$ cat src/arf_pkg.sv
// Package: register map, field positions and timing for the result formatter
package arf_pkg;
	// Word addresses on the register bus
	localparam logic [3:0] ADDR_CONTROL = 4'h0;
	localparam logic [3:0] ADDR_CONFIG = 4'h1;
	localparam logic [3:0] ADDR_RESULT_HIGH = 4'h2;
	localparam logic [3:0] ADDR_RESULT_LOW = 4'h3;
	localparam logic [3:0] ADDR_IRQ_STATUS = 4'h4;
	localparam logic [3:0] ADDR_IRQ_MASK = 4'h5;
	// Control register fields
	localparam int CTRL_ENABLE_BIT = 0;
	localparam int CTRL_GO_BIT = 1;
	localparam int CTRL_CHAN_LSB = 2;
	localparam int CTRL_CHAN_MSB = 6;
	// Config register fields
	localparam int CFG_JUSTIFY_BIT = 7;
	localparam logic [7:0] CFG_WRITE_MASK = 8'hf7;
	localparam logic [7:0] CTRL_WRITE_MASK = 8'h7f;
	// Interrupt status bits
	localparam int IRQ_DONE_BIT = 0;
	localparam logic [7:0] IRQ_IMPL_MASK = 8'h01;
	// Result width and code count
	localparam int RESULT_BITS = 10;
	localparam int RESULT_CODES = 1024;
	// Conversion time
	localparam int CLK_MHZ = 250;
	localparam int CONV_TIME_NS = 200;
	localparam int CONV_CYCLES = (CONV_TIME_NS * CLK_MHZ + 999) / 1000;
	localparam logic [7:0] RESET_ZERO = 8'h00;
endpackage : arf_pkg

$ cat src/arf_result_if.sv
// Interface: completed result handed to the result register pair
`timescale 1ns/1ps
interface arf_result_if;
	logic load;
	logic justify_right;
	logic [9:0] value;
	modport src (output load, output justify_right, output value);
	modport dst (input load, input justify_right, input value);
endinterface : arf_result_if

$ cat src/arf_result_regs.sv
// Result register pair with justified load and software write
`timescale 1ns/1ps
module arf_result_regs (
	// Clock
	input wire logic clk_i,
	// Result load
	arf_result_if.dst res,
	// Software write
	input wire logic wr_high_i,
	input wire logic wr_low_i,
	input wire logic [7:0] wdata_i,
	// Register contents
	output logic [7:0] high_o,
	output logic [7:0] low_o
);
	// No reset: contents unknown after power-on and kept otherwise
	always_ff @(posedge clk_i) begin
		if (res.load) begin
			if (res.justify_right) begin
				high_o <= {6'h00, res.value[9:8]};
				low_o <= res.value[7:0];
			end else begin
				high_o <= res.value[9:2];
				low_o <= {res.value[1:0], 6'h00};
			end
		end else begin
			if (wr_high_i)
				high_o <= wdata_i;
			if (wr_low_i)
				low_o <= wdata_i;
		end
	end
endmodule : arf_result_regs

$ cat src/arf_top.sv
// Top: control registers, conversion sequencer, bus slave and interrupt
// Notes on behaviour
// - Left justify: result 9..2 fill high register
// - Left justify: result 1..0 in low bits 7..6
// - Right justify: result 9..8 in high bits 1..0
// - Right justify: result 7..0 fill low register
// - Result registers read-write, no reset value
// - Result is ten bits, 1024 codes
// - Unused six bits zeroed on result load
// - Go bit starts conversion, hardware clears it
`timescale 1ns/1ps
module arf_top (
	// Clock and reset
	input wire logic clk_i,
	input wire logic reset_n_i,
	// Avalon-MM slave
	input wire logic [3:0] avs_address_i,
	input wire logic avs_read_i,
	input wire logic avs_write_i,
	input wire logic [31:0] avs_writedata_i,
	output logic [31:0] avs_readdata_o,
	output logic avs_waitrequest_o,
	// Converter sample
	input wire logic [9:0] sample_i,
	// Channel and interrupt
	output logic [4:0] channel_select_o,
	output logic irq_o
);
	typedef enum logic [1:0] {
		ST_IDLE = 2'b00,
		ST_CONV = 2'b01,
		ST_DONE = 2'b10
	} arf_state_t;

	// Registers
	arf_state_t state_r;
	logic [7:0] ctrl_r;
	logic [7:0] cfg_r;
	logic [7:0] irq_stat_r;
	logic [7:0] irq_mask_r;
	logic [7:0] cnt_r;
	logic [9:0] samp_s1_r;
	logic [9:0] samp_s2_r;
	logic ack_r;
	// Bus decode
	logic acc;
	logic wr_en;
	logic wr_ctrl;
	logic go_set;
	logic done;
	// Read path
	logic [7:0] res_high;
	logic [7:0] res_low;
	logic [7:0] rd_mux;
	// Checker helper
	logic [7:0] conv_len_r;

	arf_result_if res_if ();

	// One wait state per access
	assign acc = (avs_read_i || avs_write_i) && !ack_r;
	assign avs_waitrequest_o = (avs_read_i || avs_write_i) && !ack_r;
	assign wr_en = avs_write_i && ack_r;
	assign wr_ctrl = wr_en && (avs_address_i == arf_pkg::ADDR_CONTROL);
	assign go_set = wr_ctrl && avs_writedata_i[arf_pkg::CTRL_GO_BIT]
		&& avs_writedata_i[arf_pkg::CTRL_ENABLE_BIT];
	// Completion only while enabled; a cleared enable aborts
	assign done = (state_r == ST_CONV)
		&& ctrl_r[arf_pkg::CTRL_ENABLE_BIT]
		&& (cnt_r == 8'(arf_pkg::CONV_CYCLES - 1));

	// High in the second cycle of each request
	always_ff @(posedge clk_i) begin
		if (!reset_n_i)
			ack_r <= 1'b0;
		else
			ack_r <= acc;
	end

	// Sample pins cross in through two flops
	// Code is held steady while converting, so bit skew is harmless
	always_ff @(posedge clk_i) begin
		samp_s1_r <= sample_i;
		samp_s2_r <= samp_s1_r;
	end

	// Conversion sequencer
	always_ff @(posedge clk_i) begin
		if (!reset_n_i) begin
			state_r <= ST_IDLE;
			cnt_r <= 8'h00;
		end else begin
			case (state_r)
				ST_IDLE: begin
					cnt_r <= 8'h00;
					if (go_set && state_r == ST_IDLE)
						state_r <= ST_CONV;
				end
				ST_CONV: begin
					if (!ctrl_r[arf_pkg::CTRL_ENABLE_BIT])
						state_r <= ST_IDLE;
					else if (done)
						state_r <= ST_IDLE;
					else
						cnt_r <= cnt_r + 8'h01;
				end
				default: state_r <= ST_IDLE;
			endcase
		end
	end

	// Control register; hardware clears go at completion
	always_ff @(posedge clk_i) begin
		if (!reset_n_i)
			ctrl_r <= arf_pkg::RESET_ZERO;
		else begin
			if (wr_ctrl)
				ctrl_r <= avs_writedata_i[7:0] & arf_pkg::CTRL_WRITE_MASK;
			if (done || (state_r == ST_CONV
				&& !ctrl_r[arf_pkg::CTRL_ENABLE_BIT]))
				ctrl_r[arf_pkg::CTRL_GO_BIT] <= 1'b0;
			if (wr_ctrl && !avs_writedata_i[arf_pkg::CTRL_ENABLE_BIT])
				ctrl_r[arf_pkg::CTRL_GO_BIT] <= 1'b0;
		end
	end

	// Config register; bit three is not stored
	always_ff @(posedge clk_i) begin
		if (!reset_n_i)
			cfg_r <= arf_pkg::RESET_ZERO;
		else if (wr_en && avs_address_i == arf_pkg::ADDR_CONFIG)
			cfg_r <= avs_writedata_i[7:0] & arf_pkg::CFG_WRITE_MASK;
	end

	// Sticky done flag; set wins over write-one clear
	always_ff @(posedge clk_i) begin
		if (!reset_n_i)
			irq_stat_r <= arf_pkg::RESET_ZERO;
		else begin
			if (wr_en && avs_address_i == arf_pkg::ADDR_IRQ_STATUS)
				irq_stat_r <= irq_stat_r & ~avs_writedata_i[7:0];
			if (done)
				irq_stat_r[arf_pkg::IRQ_DONE_BIT] <= 1'b1;
		end
	end

	// Interrupt mask; only the done bit exists
	always_ff @(posedge clk_i) begin
		if (!reset_n_i)
			irq_mask_r <= arf_pkg::RESET_ZERO;
		else if (wr_en && avs_address_i == arf_pkg::ADDR_IRQ_MASK)
			irq_mask_r <= avs_writedata_i[7:0] & arf_pkg::IRQ_IMPL_MASK;
	end

	// Level interrupt and channel field
	assign irq_o = |(irq_stat_r & irq_mask_r);
	assign channel_select_o =
		ctrl_r[arf_pkg::CTRL_CHAN_MSB:arf_pkg::CTRL_CHAN_LSB];

	// Ten-bit result handed over at completion
	assign res_if.load = done;
	assign res_if.justify_right = cfg_r[arf_pkg::CFG_JUSTIFY_BIT];
	assign res_if.value = samp_s2_r;

	// Result pair, loaded at completion or by software
	arf_result_regs u_result (
		.clk_i(clk_i),
		.res(res_if.dst),
		.wr_high_i(wr_en && avs_address_i == arf_pkg::ADDR_RESULT_HIGH),
		.wr_low_i(wr_en && avs_address_i == arf_pkg::ADDR_RESULT_LOW),
		.wdata_i(avs_writedata_i[7:0]),
		.high_o(res_high),
		.low_o(res_low)
	);

	// Register read selection
	always_comb begin
		case (avs_address_i)
			arf_pkg::ADDR_CONTROL: rd_mux = ctrl_r;
			arf_pkg::ADDR_CONFIG: rd_mux = cfg_r;
			arf_pkg::ADDR_RESULT_HIGH: rd_mux = res_high;
			arf_pkg::ADDR_RESULT_LOW: rd_mux = res_low;
			arf_pkg::ADDR_IRQ_STATUS: rd_mux = irq_stat_r;
			arf_pkg::ADDR_IRQ_MASK: rd_mux = irq_mask_r;
			default: rd_mux = 8'h00;
		endcase
	end

	// Captured in the wait cycle, stands until the next read
	always_ff @(posedge clk_i) begin
		if (!reset_n_i)
			avs_readdata_o <= 32'h0000_0000;
		else if (acc && avs_read_i)
			avs_readdata_o <= {24'h00_0000, rd_mux};
	end

	// Cycles spent converting, watched by the length check
	always_ff @(posedge clk_i) begin
		if (!reset_n_i)
			conv_len_r <= 8'h00;
		else if (state_r == ST_CONV)
			conv_len_r <= conv_len_r + 8'h01;
		else
			conv_len_r <= 8'h00;
	end

	// Checks
	chk_go_clears_done: assert property (
		@(posedge clk_i) disable iff (!reset_n_i)
		done |=> !ctrl_r[arf_pkg::CTRL_GO_BIT])
		else $error("go bit not cleared at completion");

	chk_go_starts_conv: assert property (
		@(posedge clk_i) disable iff (!reset_n_i)
		(go_set && state_r == ST_IDLE) |=> state_r == ST_CONV)
		else $error("go did not start conversion");

	chk_left_high: assert property (
		@(posedge clk_i) disable iff (!reset_n_i)
		(done && !cfg_r[arf_pkg::CFG_JUSTIFY_BIT])
		|=> res_high == $past(samp_s2_r[9:2]))
		else $error("left high wrong");

	chk_left_low: assert property (
		@(posedge clk_i) disable iff (!reset_n_i)
		(done && !cfg_r[arf_pkg::CFG_JUSTIFY_BIT])
		|=> res_low == {$past(samp_s2_r[1:0]), 6'h00})
		else $error("left low wrong");

	chk_right_high: assert property (
		@(posedge clk_i) disable iff (!reset_n_i)
		(done && cfg_r[arf_pkg::CFG_JUSTIFY_BIT])
		|=> res_high == {6'h00, $past(samp_s2_r[9:8])})
		else $error("right high wrong");

	chk_right_low: assert property (
		@(posedge clk_i) disable iff (!reset_n_i)
		(done && cfg_r[arf_pkg::CFG_JUSTIFY_BIT])
		|=> res_low == $past(samp_s2_r[7:0]))
		else $error("right low wrong");

	chk_result_hold: assert property (
		@(posedge clk_i) disable iff (!reset_n_i)
		(!done && !wr_en) |=> $stable(res_high) && $stable(res_low))
		else $error("result changed without load or write");

	chk_conv_length: assert property (
		@(posedge clk_i) disable iff (!reset_n_i)
		$rose(state_r == ST_CONV) && ctrl_r[arf_pkg::CTRL_ENABLE_BIT]
		|-> ##[1:60] state_r != ST_CONV)
		else $error("conversion too long");

	chk_one_wait: assert property (
		@(posedge clk_i) disable iff (!reset_n_i)
		$rose(avs_read_i || avs_write_i) |-> avs_waitrequest_o)
		else $error("no wait state on a new request");

	chk_rd_stands: assert property (
		@(posedge clk_i) disable iff (!reset_n_i)
		(ack_r && avs_read_i) |=> $stable(avs_readdata_o))
		else $error("read data changed after its cycle");

	chk_status_on_done: assert property (
		@(posedge clk_i) disable iff (!reset_n_i)
		done |=> irq_stat_r[arf_pkg::IRQ_DONE_BIT])
		else $error("done flag not set at completion");

	chk_status_sticky: assert property (
		@(posedge clk_i) disable iff (!reset_n_i)
		irq_stat_r[arf_pkg::IRQ_DONE_BIT] && !(wr_en
		&& avs_address_i == arf_pkg::ADDR_IRQ_STATUS)
		|=> irq_stat_r[arf_pkg::IRQ_DONE_BIT])
		else $error("done flag dropped without a clear");

	chk_cnt_in_range: assert property (
		@(posedge clk_i) disable iff (!reset_n_i)
		cnt_r <= 8'(arf_pkg::CONV_CYCLES - 1))
		else $error("conversion counter past its end");

	chk_go_idle_low: assert property (
		@(posedge clk_i) disable iff (!reset_n_i)
		state_r == ST_IDLE |-> !ctrl_r[arf_pkg::CTRL_GO_BIT])
		else $error("go bit set with no conversion");

	chk_abort_no_load: assert property (
		@(posedge clk_i) disable iff (!reset_n_i)
		(state_r == ST_CONV && !ctrl_r[arf_pkg::CTRL_ENABLE_BIT])
		|-> !res_if.load)
		else $error("aborted conversion loaded a result");

	chk_abort_idle: assert property (
		@(posedge clk_i) disable iff (!reset_n_i)
		(state_r == ST_CONV && !ctrl_r[arf_pkg::CTRL_ENABLE_BIT])
		|=> state_r == ST_IDLE)
		else $error("conversion kept running without enable");

	chk_conv_exact: assert property (
		@(posedge clk_i) disable iff (!reset_n_i)
		res_if.load |-> conv_len_r == 8'(arf_pkg::CONV_CYCLES - 1))
		else $error("conversion length wrong");

	chk_wr_high_lands: assert property (
		@(posedge clk_i) disable iff (!reset_n_i)
		(wr_en && !done && avs_address_i == arf_pkg::ADDR_RESULT_HIGH)
		|=> res_high == $past(avs_writedata_i[7:0]))
		else $error("result high write lost");

	chk_wr_low_lands: assert property (
		@(posedge clk_i) disable iff (!reset_n_i)
		(wr_en && !done && avs_address_i == arf_pkg::ADDR_RESULT_LOW)
		|=> res_low == $past(avs_writedata_i[7:0]))
		else $error("result low write lost");
endmodule : arf_top

$ cat config.mk
export PLATFORM = sky130hd
export DESIGN_NAME = arf_top
export DESIGN_NICKNAME = d
export VERILOG_FILES = /design/src/arf_pkg.sv /design/src/arf_result_if.sv /design/src/arf_result_regs.sv /design/src/arf_top.sv
export SDC_FILE = /design/constraint.sdc
export NUM_CORES = 1
export LEC_CHECK = 0
export BUFFER_PORTS_ARGS = -buffer_cell sky130_fd_sc_hd__buf_4
export CAP_MARGIN = 30
export CORE_MARGIN = 2
export CORE_UTILIZATION = 54
export CTS_BUF_LIST = sky130_fd_sc_hd__clkbuf_2
export DETAILED_ROUTE_END_ITERATION = 16
export PLACE_DENSITY = 0.92
export SLEW_MARGIN = 20
export SYNTH_ARGS = -nofsm -noshare
export SYNTH_HDL_FRONTEND = slang
export SYNTH_SLANG_ARGS = --single-unit
$ cat constraint.sdc
create_clock -name clk_i -period 2.5 [get_ports clk_i]
set_input_delay 0.75 -clock clk_i [delete_from_list [all_inputs] [get_ports clk_i]]
set_output_delay 0.75 -clock clk_i [all_outputs]
set_load 0.01 [all_outputs]
==> summary.md, run 1 <==
| Metric | Value |
|---|---|
| Final Instance Count excl. Fillers | `440` |
| Initial cell density of the core | `between 50% and 60%` |
| Number of antenna violations at the first check in global routing | `0` |
| Syn Area/Cell | `just over 10 um2` |
| Cell taking the most area after synthesis | `sky130_fd_sc_hd__dfxtp_1` |
| Synthesized area | `around 0.0033 mm2` |
| Highest fanout seen on the critical path | `25` |
| Critical path required time | `roughly 2700 ps` |
| Max-cap check violation count | `0` |
| Number of cell instances on the worst register-to-register path | `4` |
| Maximum resistive drop on vdd | `roughly 390 uV` |
| Clock latency reported for the late side of the worst-skew pair | `between 500 and 600 ps` |
| Worst slew margin relative to its limit | `a little over half` |
| Critical Path End | `u_result.high_o[5]` |
| TritonCTS clock tree | `built` |
| Depth of the CTS H-tree | `3` |
| Worst reg2reg startpoint | `cnt_r[2]` |
| Total via count after detailed routing | `about 2500` |
| Half-perimeter wire length after placement | `about 4700 um` |
| Post-CTS Hold Fix Bufs | `0` |
| Relative contribution of sequential cells to total power | `approximately 59%` |
| Number of enable flip-flop cells after synthesis | `16` |
| Via density per instance | `5.607` |
| Ys async rst share | `0%` |
| Reg-to-reg critical path endpoint | `u_result.high_o[5]` |
| Register-to-register path setup slack | `approximately 500 ps` |
| Gr ovfl total | `0` |
| Number of buffers inserted during clock tree synthesis | `9` |
| Vias in the first global route | `~2200` |
| Leading cell type by number of instances after synthesis | `sky130_fd_sc_hd__dfxtp_1` |
| Core occupancy in the finished layout | `61.50%` |
| Post-Syn Instances | `327` |
| Final Hold Fails | `0` |
| Clock-pin slew of the registers on the worst-case setup and hold paths | `around 210 ps` |
| Actual transition at the worst max-transition pin | `705.3 ps` |
| All-layer global routing usage | `between 20% and 30%` |
| Global-route wire length before repair | `about 11000 um` |
| Hold Slack | `roughly 320 ps` |
| Setup-violating endpoint count in the final report | `0` |
| Power, Total | `around 2.2 mW` |
| Number of ports placed on the die boundary | `around 90` |
| Fraction of the yosys area taken by sequential cells | `51.50%` |
| Die Span Y | `between 80 and 90 um` |
| Int Power | `between 1.5 and 2 mW` |
| Setup tns final | `0 ps` |
| Port-buffer cells | `40` |
| Part of the total power dissipated in combinational logic | `between 6 and 7%` |
| List of most frequent post-synthesis cells | `sky130_fd_sc_hd__dfxtp_1 (61), sky130_fd_sc_hd__buf_4 (29), sky130_fd_sc_hd__nand2_1 (27), sky130_fd_sc_hd__nor2_1 (27), sky130_fd_sc_hd__mux2i_1 (24)` |
| Synthesis-to-layout area growth | `10.19%` |
| Area of the core | `between 0.005 and 0.006 mm2` |
| Seq cells post-synth | `77` |
| Ant. Diodes | `0` |
| Wire length reported by the detailed router | `just under 7000 um` |
| Post-layout min period | `approximately 2000 ps` |
| Pin count of the biggest net entering global routing | `26` |
| Number of warnings printed during yosys synthesis | `0` |
| Net count of the finished layout | `412` |
| Top achievable clock speed | `between 0.5 and 0.6 GHz` |
| Remaining routing DRC violations | `0` |
| Routability congestion estimate | `between 0.8 and 0.9` |
| Clock power frac | `approximately a third` |
| Area fraction of the dominant cell type after synthesis | `about 37%` |
| Share of post-route cells with drive strength above 1 | `a little under a fifth` |
| Number of gates given a new drive strength after cts | `0` |
| First-iteration detailed-routing DRC count | `around 220` |
| Setup repair after global routing missed its margin | `false` |
| Number of fill cells in the layout | `between 400 and 500` |
| Average routed wire per standard cell | `15.32 um` |
| Share of total power consumed by net switching | `a little under a quarter` |
| Crit. Startpoint | `cnt_r[2]` |
| Placed Cells | `between 400 and 500` |
| Critical path capture point type | `register` |
| Crit Path Category | `register to register` |
| Bufs on Longest Clock Path | `2` |
| Total count of max-transition violations in the final report | `0` |
| Synth Flop Type | `sky130_fd_sc_hd__dfxtp_1` |
| Routed Antenna Nets | `0` |
| Die W | `just over 80 um` |
| Number of library cell types mapped by synthesis | `between 40 and 50` |
| Leading post-synthesis cells by cell area | `sky130_fd_sc_hd__dfxtp_1 (37%), sky130_fd_sc_hd__edfxtp_1 (15%), sky130_fd_sc_hd__mux2i_1 (7.3%)` |
| Class of the tightest hold or removal check | `primary input to register` |
| Drt first pass iters | `4` |
| Power density over the cells | `611.5 mW/mm2` |
| Die Area | `0.006761 mm2` |
| Status | `complete, no violations` |
| Worst setup SP type | `register` |
| Root cell of the clock tree | `sky130_fd_sc_hd__clkbuf_2` |
| Setup Skew | `slightly below 40 ps` |
| Standby leakage power | `around 1.5 nW` |
| Critical path data arrival time | `approximately 2200 ps` |
| Row count | `28` |
| Final worst path period share | `about 80%` |
| Net switching power | `between 0.5 and 0.6 mW` |
| Number of buffers inserted by post-CTS setup repair | `0` |
| Number of clock sinks | `77` |
## power groups by stage
stage	clock, mW	sequential, mW	combinational [mW]
final	0.776	1.30	0.149
after global routing	0.854	1.31	0.164
after CTS	0.790	1.30	0.147
after detailed placement	0	1.33	0.146
after global placement	0	1.33	0.142
after floorplan	0	1.32	0.111
## cells in the final DEF, fill, tap and decap left out, drive strengths merged, types with 2 or more instances in the layout
cell type / n
nor4b: 2
edfxtp: 16
dfxtp: 61
mux2: 3
a21oi: 20
a221oi: 5
nand2: 27
nand4: 5
or3: 4
xor2: 3
nand3: 8
nor2: 27
inv: 7
o21ai: 21
bufinv: 2
nand3b: 2
nor2b: 2
a211oi: 3
and2: 7
a22o: 10
nand2b: 5
and3: 3
conb: 24
mux2i: 24
buf: 45
ha: 2
nor3: 4
clkbuf: 11
## area by class of cell
type,count,area (um2),share of cell area (%)
Tap cell,75,93.84,2.577
Inverter,4,15.01,0.4124
Clock buffer,11,55.05,1.512
Clock inverter,5,81.33,2.234
Timing Repair Buffer,45,337.8,9.278
Sequential cell,77,1702,46.74
Multi-Input combinational cell,223,1356,37.25
## how the worst min path moves through the flow
stage	start	endpoint	slack (ps)	depth (start not counted)
detailed placement	samp_s1_r[2]	res_if.value[2]	310	0
global route	sample_i[2]	samp_s1_r[2]	230	1
floorplan	samp_s1_r[0]	res_if.value[0]	310	0
finish	sample_i[1]	samp_s1_r[1]	320	1
CTS	sample_i[3]	samp_s1_r[3]	270	1
global placement	samp_s1_r[9]	res_if.value[9]	310	0
## critical path: stages (launching register included)
cell and delay [ps]:
sky130_fd_sc_hd__dfxtp_1 410, sky130_fd_sc_hd__or3_1 400, sky130_fd_sc_hd__or3_1 350, sky130_fd_sc_hd__buf_4 210, sky130_fd_sc_hd__nand2_1 310
## flip-flops by register name (all words and copies together), names as in the netlist
register and flops:
ctrl_r 7, res_if.value 10, ack_r 1, cnt_r 8
irq_mask_r 1, state_r 1, u_result.low_o 8, samp_s1_r 10
u_result.high_o 8, cfg_r 7, irq_stat_r 8, avs_readdata_o 8
## cell families (layout without fill, tap and decap cells)
kind of cell | Yosys count | count (layout) | share of synthesized area [%]
AND/OR/NAND/NOR | 100 | 100 | 15.34
multiplexers | 27 | 27 | 8.292
XOR/XNOR | 4 | 4 | 1.060
other | 1 | 24 | 0.1135
adder cells (fa/ha/maj) | 2 | 2 | 0.7572
flip-flops | 77 | 77 | 51.50
AO/OA/AOI/OAI | 66 | 66 | 12.87
buffers and inverters | 50 | 65 | 10.07
## stage by stage
stage	cell area (um2)	worst slack [ps]
finish	3641	503.8
global route	3641	446.2
CTS	3641	499.9
detailed placement	3505	324.3
global placement	3505	378.8
floorplan	3391	167.3
## layer usage
metal / wire length (um) / up-vias / GRT usage [%]
li1: - / 1176 / -
met1: 2899 / 1154 / 28.21
met2: 3147 / 120 / 33.71
met3: 540 / 17 / 5.326
met4: 152 / 0 / 9.667
met5: 0 / - / 0
No activity file was read; power rests on OpenSTA's default activity.
==> inputs of run 2 (changes only) <==
--- a/config.mk
+++ b/config.mk
@@ -5,13 +5,14 @@
 export SDC_FILE = /design/constraint.sdc
 export NUM_CORES = 1
 export LEC_CHECK = 0
+export ABC_AREA = 1
 export BUFFER_PORTS_ARGS = -buffer_cell sky130_fd_sc_hd__buf_4
 export CAP_MARGIN = 30
 export CORE_MARGIN = 2
-export CORE_UTILIZATION = 54
+export CORE_UTILIZATION = 55
 export CTS_BUF_LIST = sky130_fd_sc_hd__clkbuf_2
 export DETAILED_ROUTE_END_ITERATION = 16
-export PLACE_DENSITY = 0.92
+export PLACE_DENSITY = 0.93
 export SLEW_MARGIN = 20
 export SYNTH_ARGS = -nofsm -noshare
 export SYNTH_HDL_FRONTEND = slang
==> constraint.sdc (replaced) <==
create_clock -name clk_i -period 2 [get_ports clk_i]
set_input_delay 0.6 -clock clk_i [delete_from_list [all_inputs] [get_ports clk_i]]
set_output_delay 0.6 -clock clk_i [all_outputs]
set_load 0.01 [all_outputs]
==> run 2 against run 1 <==
Against the previous run: cell area is 5.7% higher; clock-buffer cell count shrank 1; synthesized cell count grew 24%; final cell count increased by 20%; synthesized area increased by 3.8%; sequential share of layout area is 2.5 points lower; clock skew fell by 17 ps; critical path type is now register to primary output.
==> summary.md, run 2 <==
| Metric | Value |
|---|---|
| Synthesis-to-layout area growth | `12.22%` |
| Clock latency reported for the late side of the worst-skew pair | `500 ps (-20 ps)` |
| Root cell of the clock tree | `sky130_fd_sc_hd__clkbuf_2` |
| Number of ports placed on the die boundary | `89 (unchanged)` |
| Post-Syn Instances | `406 (+24%)` |
| Area of the core | `0.005991 mm2 (+1.2%)` |
| Core occupancy in the finished layout | `64.26% (+2.8 points)` |
| Net count of the finished layout | `499 (+21%)` |
| Placed Cells | `511 (+21%)` |
| Fraction of the yosys area taken by sequential cells | `49.60% (-1.9 points)` |
| Number of antenna violations at the first check in global routing | `0 (unchanged)` |
| Critical path capture point type | `primary output` |
| All-layer global routing usage | `20.09% (-1.5 points)` |
| Worst setup SP type | `register` |
| Highest-count cells in the layout ignoring fill and taps | `sky130_fd_sc_hd__nand2_1 (82), sky130_fd_sc_hd__dfxtp_1 (61), sky130_fd_sc_hd__nand3_1 (49)` |
| Number of clock sinks | `77 (unchanged)` |
| Die Area | `0.006886 mm2 (+1.8%)` |
| Final Worst Setup Slack | `167.1 ps (-336.7 ps)` |
| Number of library cell types mapped by synthesis | `35 (-19%)` |
| Vias in the first global route | `2508 (+17%)` |
| Bufs on Longest Clock Path | `2 (unchanged)` |
| Most common cell after layout, fill and taps aside | `sky130_fd_sc_hd__nand2_1` |
| Setup tns final | `0 ps (unchanged)` |
| Routed Antenna Nets | `0 (unchanged)` |
| Total count of max-transition violations in the final report | `0 (unchanged)` |
| Ys async rst share | `0% (unchanged)` |
| Power density over the cells | `760.9 mW/mm2 (+24%)` |
| Cell taking the most area after synthesis | `sky130_fd_sc_hd__dfxtp_1` |
| Post-CTS Hold Fix Bufs | `0 (unchanged)` |
| Setup repair after global routing missed its margin | `false` |
| Final worst path period share | `91.64%` |
| Wire length reported by the detailed router | `6869 um (+1.9%)` |
| Number of fill cells in the layout | `480 (+2.8%)` |
| Final Instance Count excl. Fillers | `527 (+20%)` |
| Top achievable clock speed | `0.5456 GHz` |
| Leading cell type by number of instances after synthesis | `sky130_fd_sc_hd__nand2_1` |
| Number of buffers inserted during clock tree synthesis | `9 (unchanged)` |
| Final Hold Fails | `0 (unchanged)` |
| Highest fanout seen on the critical path | `3 (-88%)` |
| Via density per instance | `5.298 (-5.5%)` |
| Pin count of the biggest net entering global routing | `24 (-7.7%)` |
| First-iteration detailed-routing DRC count | `203 (-6.5%)` |
| Number of buffers inserted by post-CTS setup repair | `0 (unchanged)` |
| Status | `complete, no violations` |
| Initial cell density of the core | `57.27% (+1.5 points)` |
| Routability congestion estimate | `0.9074 (+8.0%)` |
| Port-buffer cells | `40 (unchanged)` |
| Average routed wire per standard cell | `13.03 um (-15%)` |
| Setup Skew | `22.71 ps (-16.65 ps)` |
| Worst slew margin relative to its limit | `62.89% (+10 points)` |
| Remaining routing DRC violations | `0 (unchanged)` |
| Drt first pass iters | `5 (+1)` |
| Gr ovfl total | `0 (unchanged)` |
| Synth Flop Type | `sky130_fd_sc_hd__dfxtp_1` |
| Half-perimeter wire length after placement | `5073 um (+7.0%)` |
| Number of gates given a new drive strength after cts | `0 (unchanged)` |
| Ant. Diodes | `0 (unchanged)` |
| Post-layout min period | `between 1500 and 2000 ps` |
| Area fraction of the dominant cell type after synthesis | `35.59% (-1.4 points)` |
| List of most frequent post-synthesis cells | `sky130_fd_sc_hd__nand2_1 (82), sky130_fd_sc_hd__dfxtp_1 (61), sky130_fd_sc_hd__nand3_1 (49)` |
| Number of enable flip-flop cells after synthesis | `16 (unchanged)` |
| Leading post-synthesis cells by cell area | `sky130_fd_sc_hd__dfxtp_1 (36%), sky130_fd_sc_hd__edfxtp_1 (14%), sky130_fd_sc_hd__nand2_1 (9.0%)` |
| Synthesized area | `0.003431 mm2 (+3.8%)` |
| Syn Area/Cell | `8.450 um2 (-16%)` |
| TritonCTS clock tree | `built` |
| Max-cap check violation count | `0 (unchanged)` |
| Die W | `82.98 um (+0.92%)` |
| Clock-pin slew of the registers on the worst-case setup and hold paths | `210 ps (about the same)` |
| Pre-CTS setup slack | `169.8 ps (-154.4 ps)` |
| Class of the tightest hold or removal check | `primary input to register` |
| Global-route wire length before repair | `11270 um (+6.0%)` |
| Die Span Y | `82.98 um (+0.92%)` |
| Power, Total | `2.929 mW (+32%)` |
| Maximum resistive drop on vdd | `620.9 uV (+59%)` |
| Row count | `28 (unchanged)` |
| Standby leakage power | `1.643 nW (+6.8%)` |
| Actual transition at the worst max-transition pin | `554.6 ps (-150.7 ps)` |
| Total via count after detailed routing | `2792 (+13%)` |
| Crit Path Category | `register to primary output` |
| Seq cells post-synth | `77 (unchanged)` |
| Number of warnings printed during yosys synthesis | `0 (unchanged)` |
| Critical path data arrival time | `1230 ps (-970 ps)` |
| Depth of the CTS H-tree | `3 (unchanged)` |
| Critical path required time | `1400 ps (-1300 ps)` |
| Share of post-route cells with drive strength above 1 | `18.81% (-0.37 points)` |
| Setup-violating endpoint count in the final report | `0 (unchanged)` |
## run 2: changes by cell type in the layout (fill, tap and decap cells not counted), sizes merged, moves of 7 or more
cell / before / now
nand2: 27 / 84
nand3: 8 / 52
inv: 7 / 41
mux2i: 24 / 0
a21oi: 20 / 39
nor2: 27 / 16
a22o: 10 / 0
o21ai: 21 / 29
o31ai: 0 / 8
and2: 7 / 0
## run 2: path summary, 6_finish.rpt
path                              to  slack, ps         start  depth (start not counted)
hold reg to reg      res_if.value[2]        350  samp_s1_r[2]                          0
setup / recovery   avs_waitrequest_o        170         ack_r                          3
setup reg to reg  u_result.high_o[3]        310      cnt_r[0]                          6
hold / removal          samp_s1_r[7]        180   sample_i[7]                          1
## run 2: area by class of cell
| class | instances | area (um2) | area share, % |
|---|---|---|---|
| multi-input combinational | 270 | 1371 | 35.62 |
| clock inverter | 6 | 118.9 | 3.087 |
| inverter | 41 | 153.9 | 3.997 |
| clock buffer | 10 | 50.05 | 1.300 |
| timing repair buffer | 48 | 360.3 | 9.360 |
| sequential | 77 | 1702 | 44.20 |
| tap | 75 | 93.84 | 2.437 |
## run 2: metrics by stage
stage               instance area, um2  hold slack (ps)
floorplan                         3517            309.6
global placement                  3681            312.1
finish                            3850            180.8
CTS                               3850            145.9
detailed placement                3681            312.1
global route                      3850            121.0
## run 2: worst max-delay path: stages (launching register included)
cell and delay [ps]:
sky130_fd_sc_hd__dfxtp_1 380, sky130_fd_sc_hd__o21bai_1 150, sky130_fd_sc_hd__inv_1 60, sky130_fd_sc_hd__buf_4 140
## run 2: kinds of logic after synthesis
group / Yosys count / share of synthesized area [%]
other: 1 / 0.1093
AND/OR/NAND/NOR: 161 / 22.72
buffers and inverters: 82 / 12.95
adder cells (fa/ha/maj): 2 / 0.7293
XOR/XNOR: 3 / 0.7660
AO/OA/AOI/OAI: 80 / 13.13
flip-flops: 77 / 49.60
## run 2: power breakdown
group	internal, mW	switching [mW]
registers	1.62	0.00958
logic	0.0713	0.130
clock network	0.560	0.543
## run 2: routing by layer
metal / global-route usage [%] / vias to the layer above / share of wire, %
li1: - / 1374 / -
met1: 24.92 / 1251 / 41
met2: 32.40 / 148 / 48
met3: 5.268 / 19 / 8.3
met4: 9.985 / 0 / 2.3
met5: 0 / - / 0
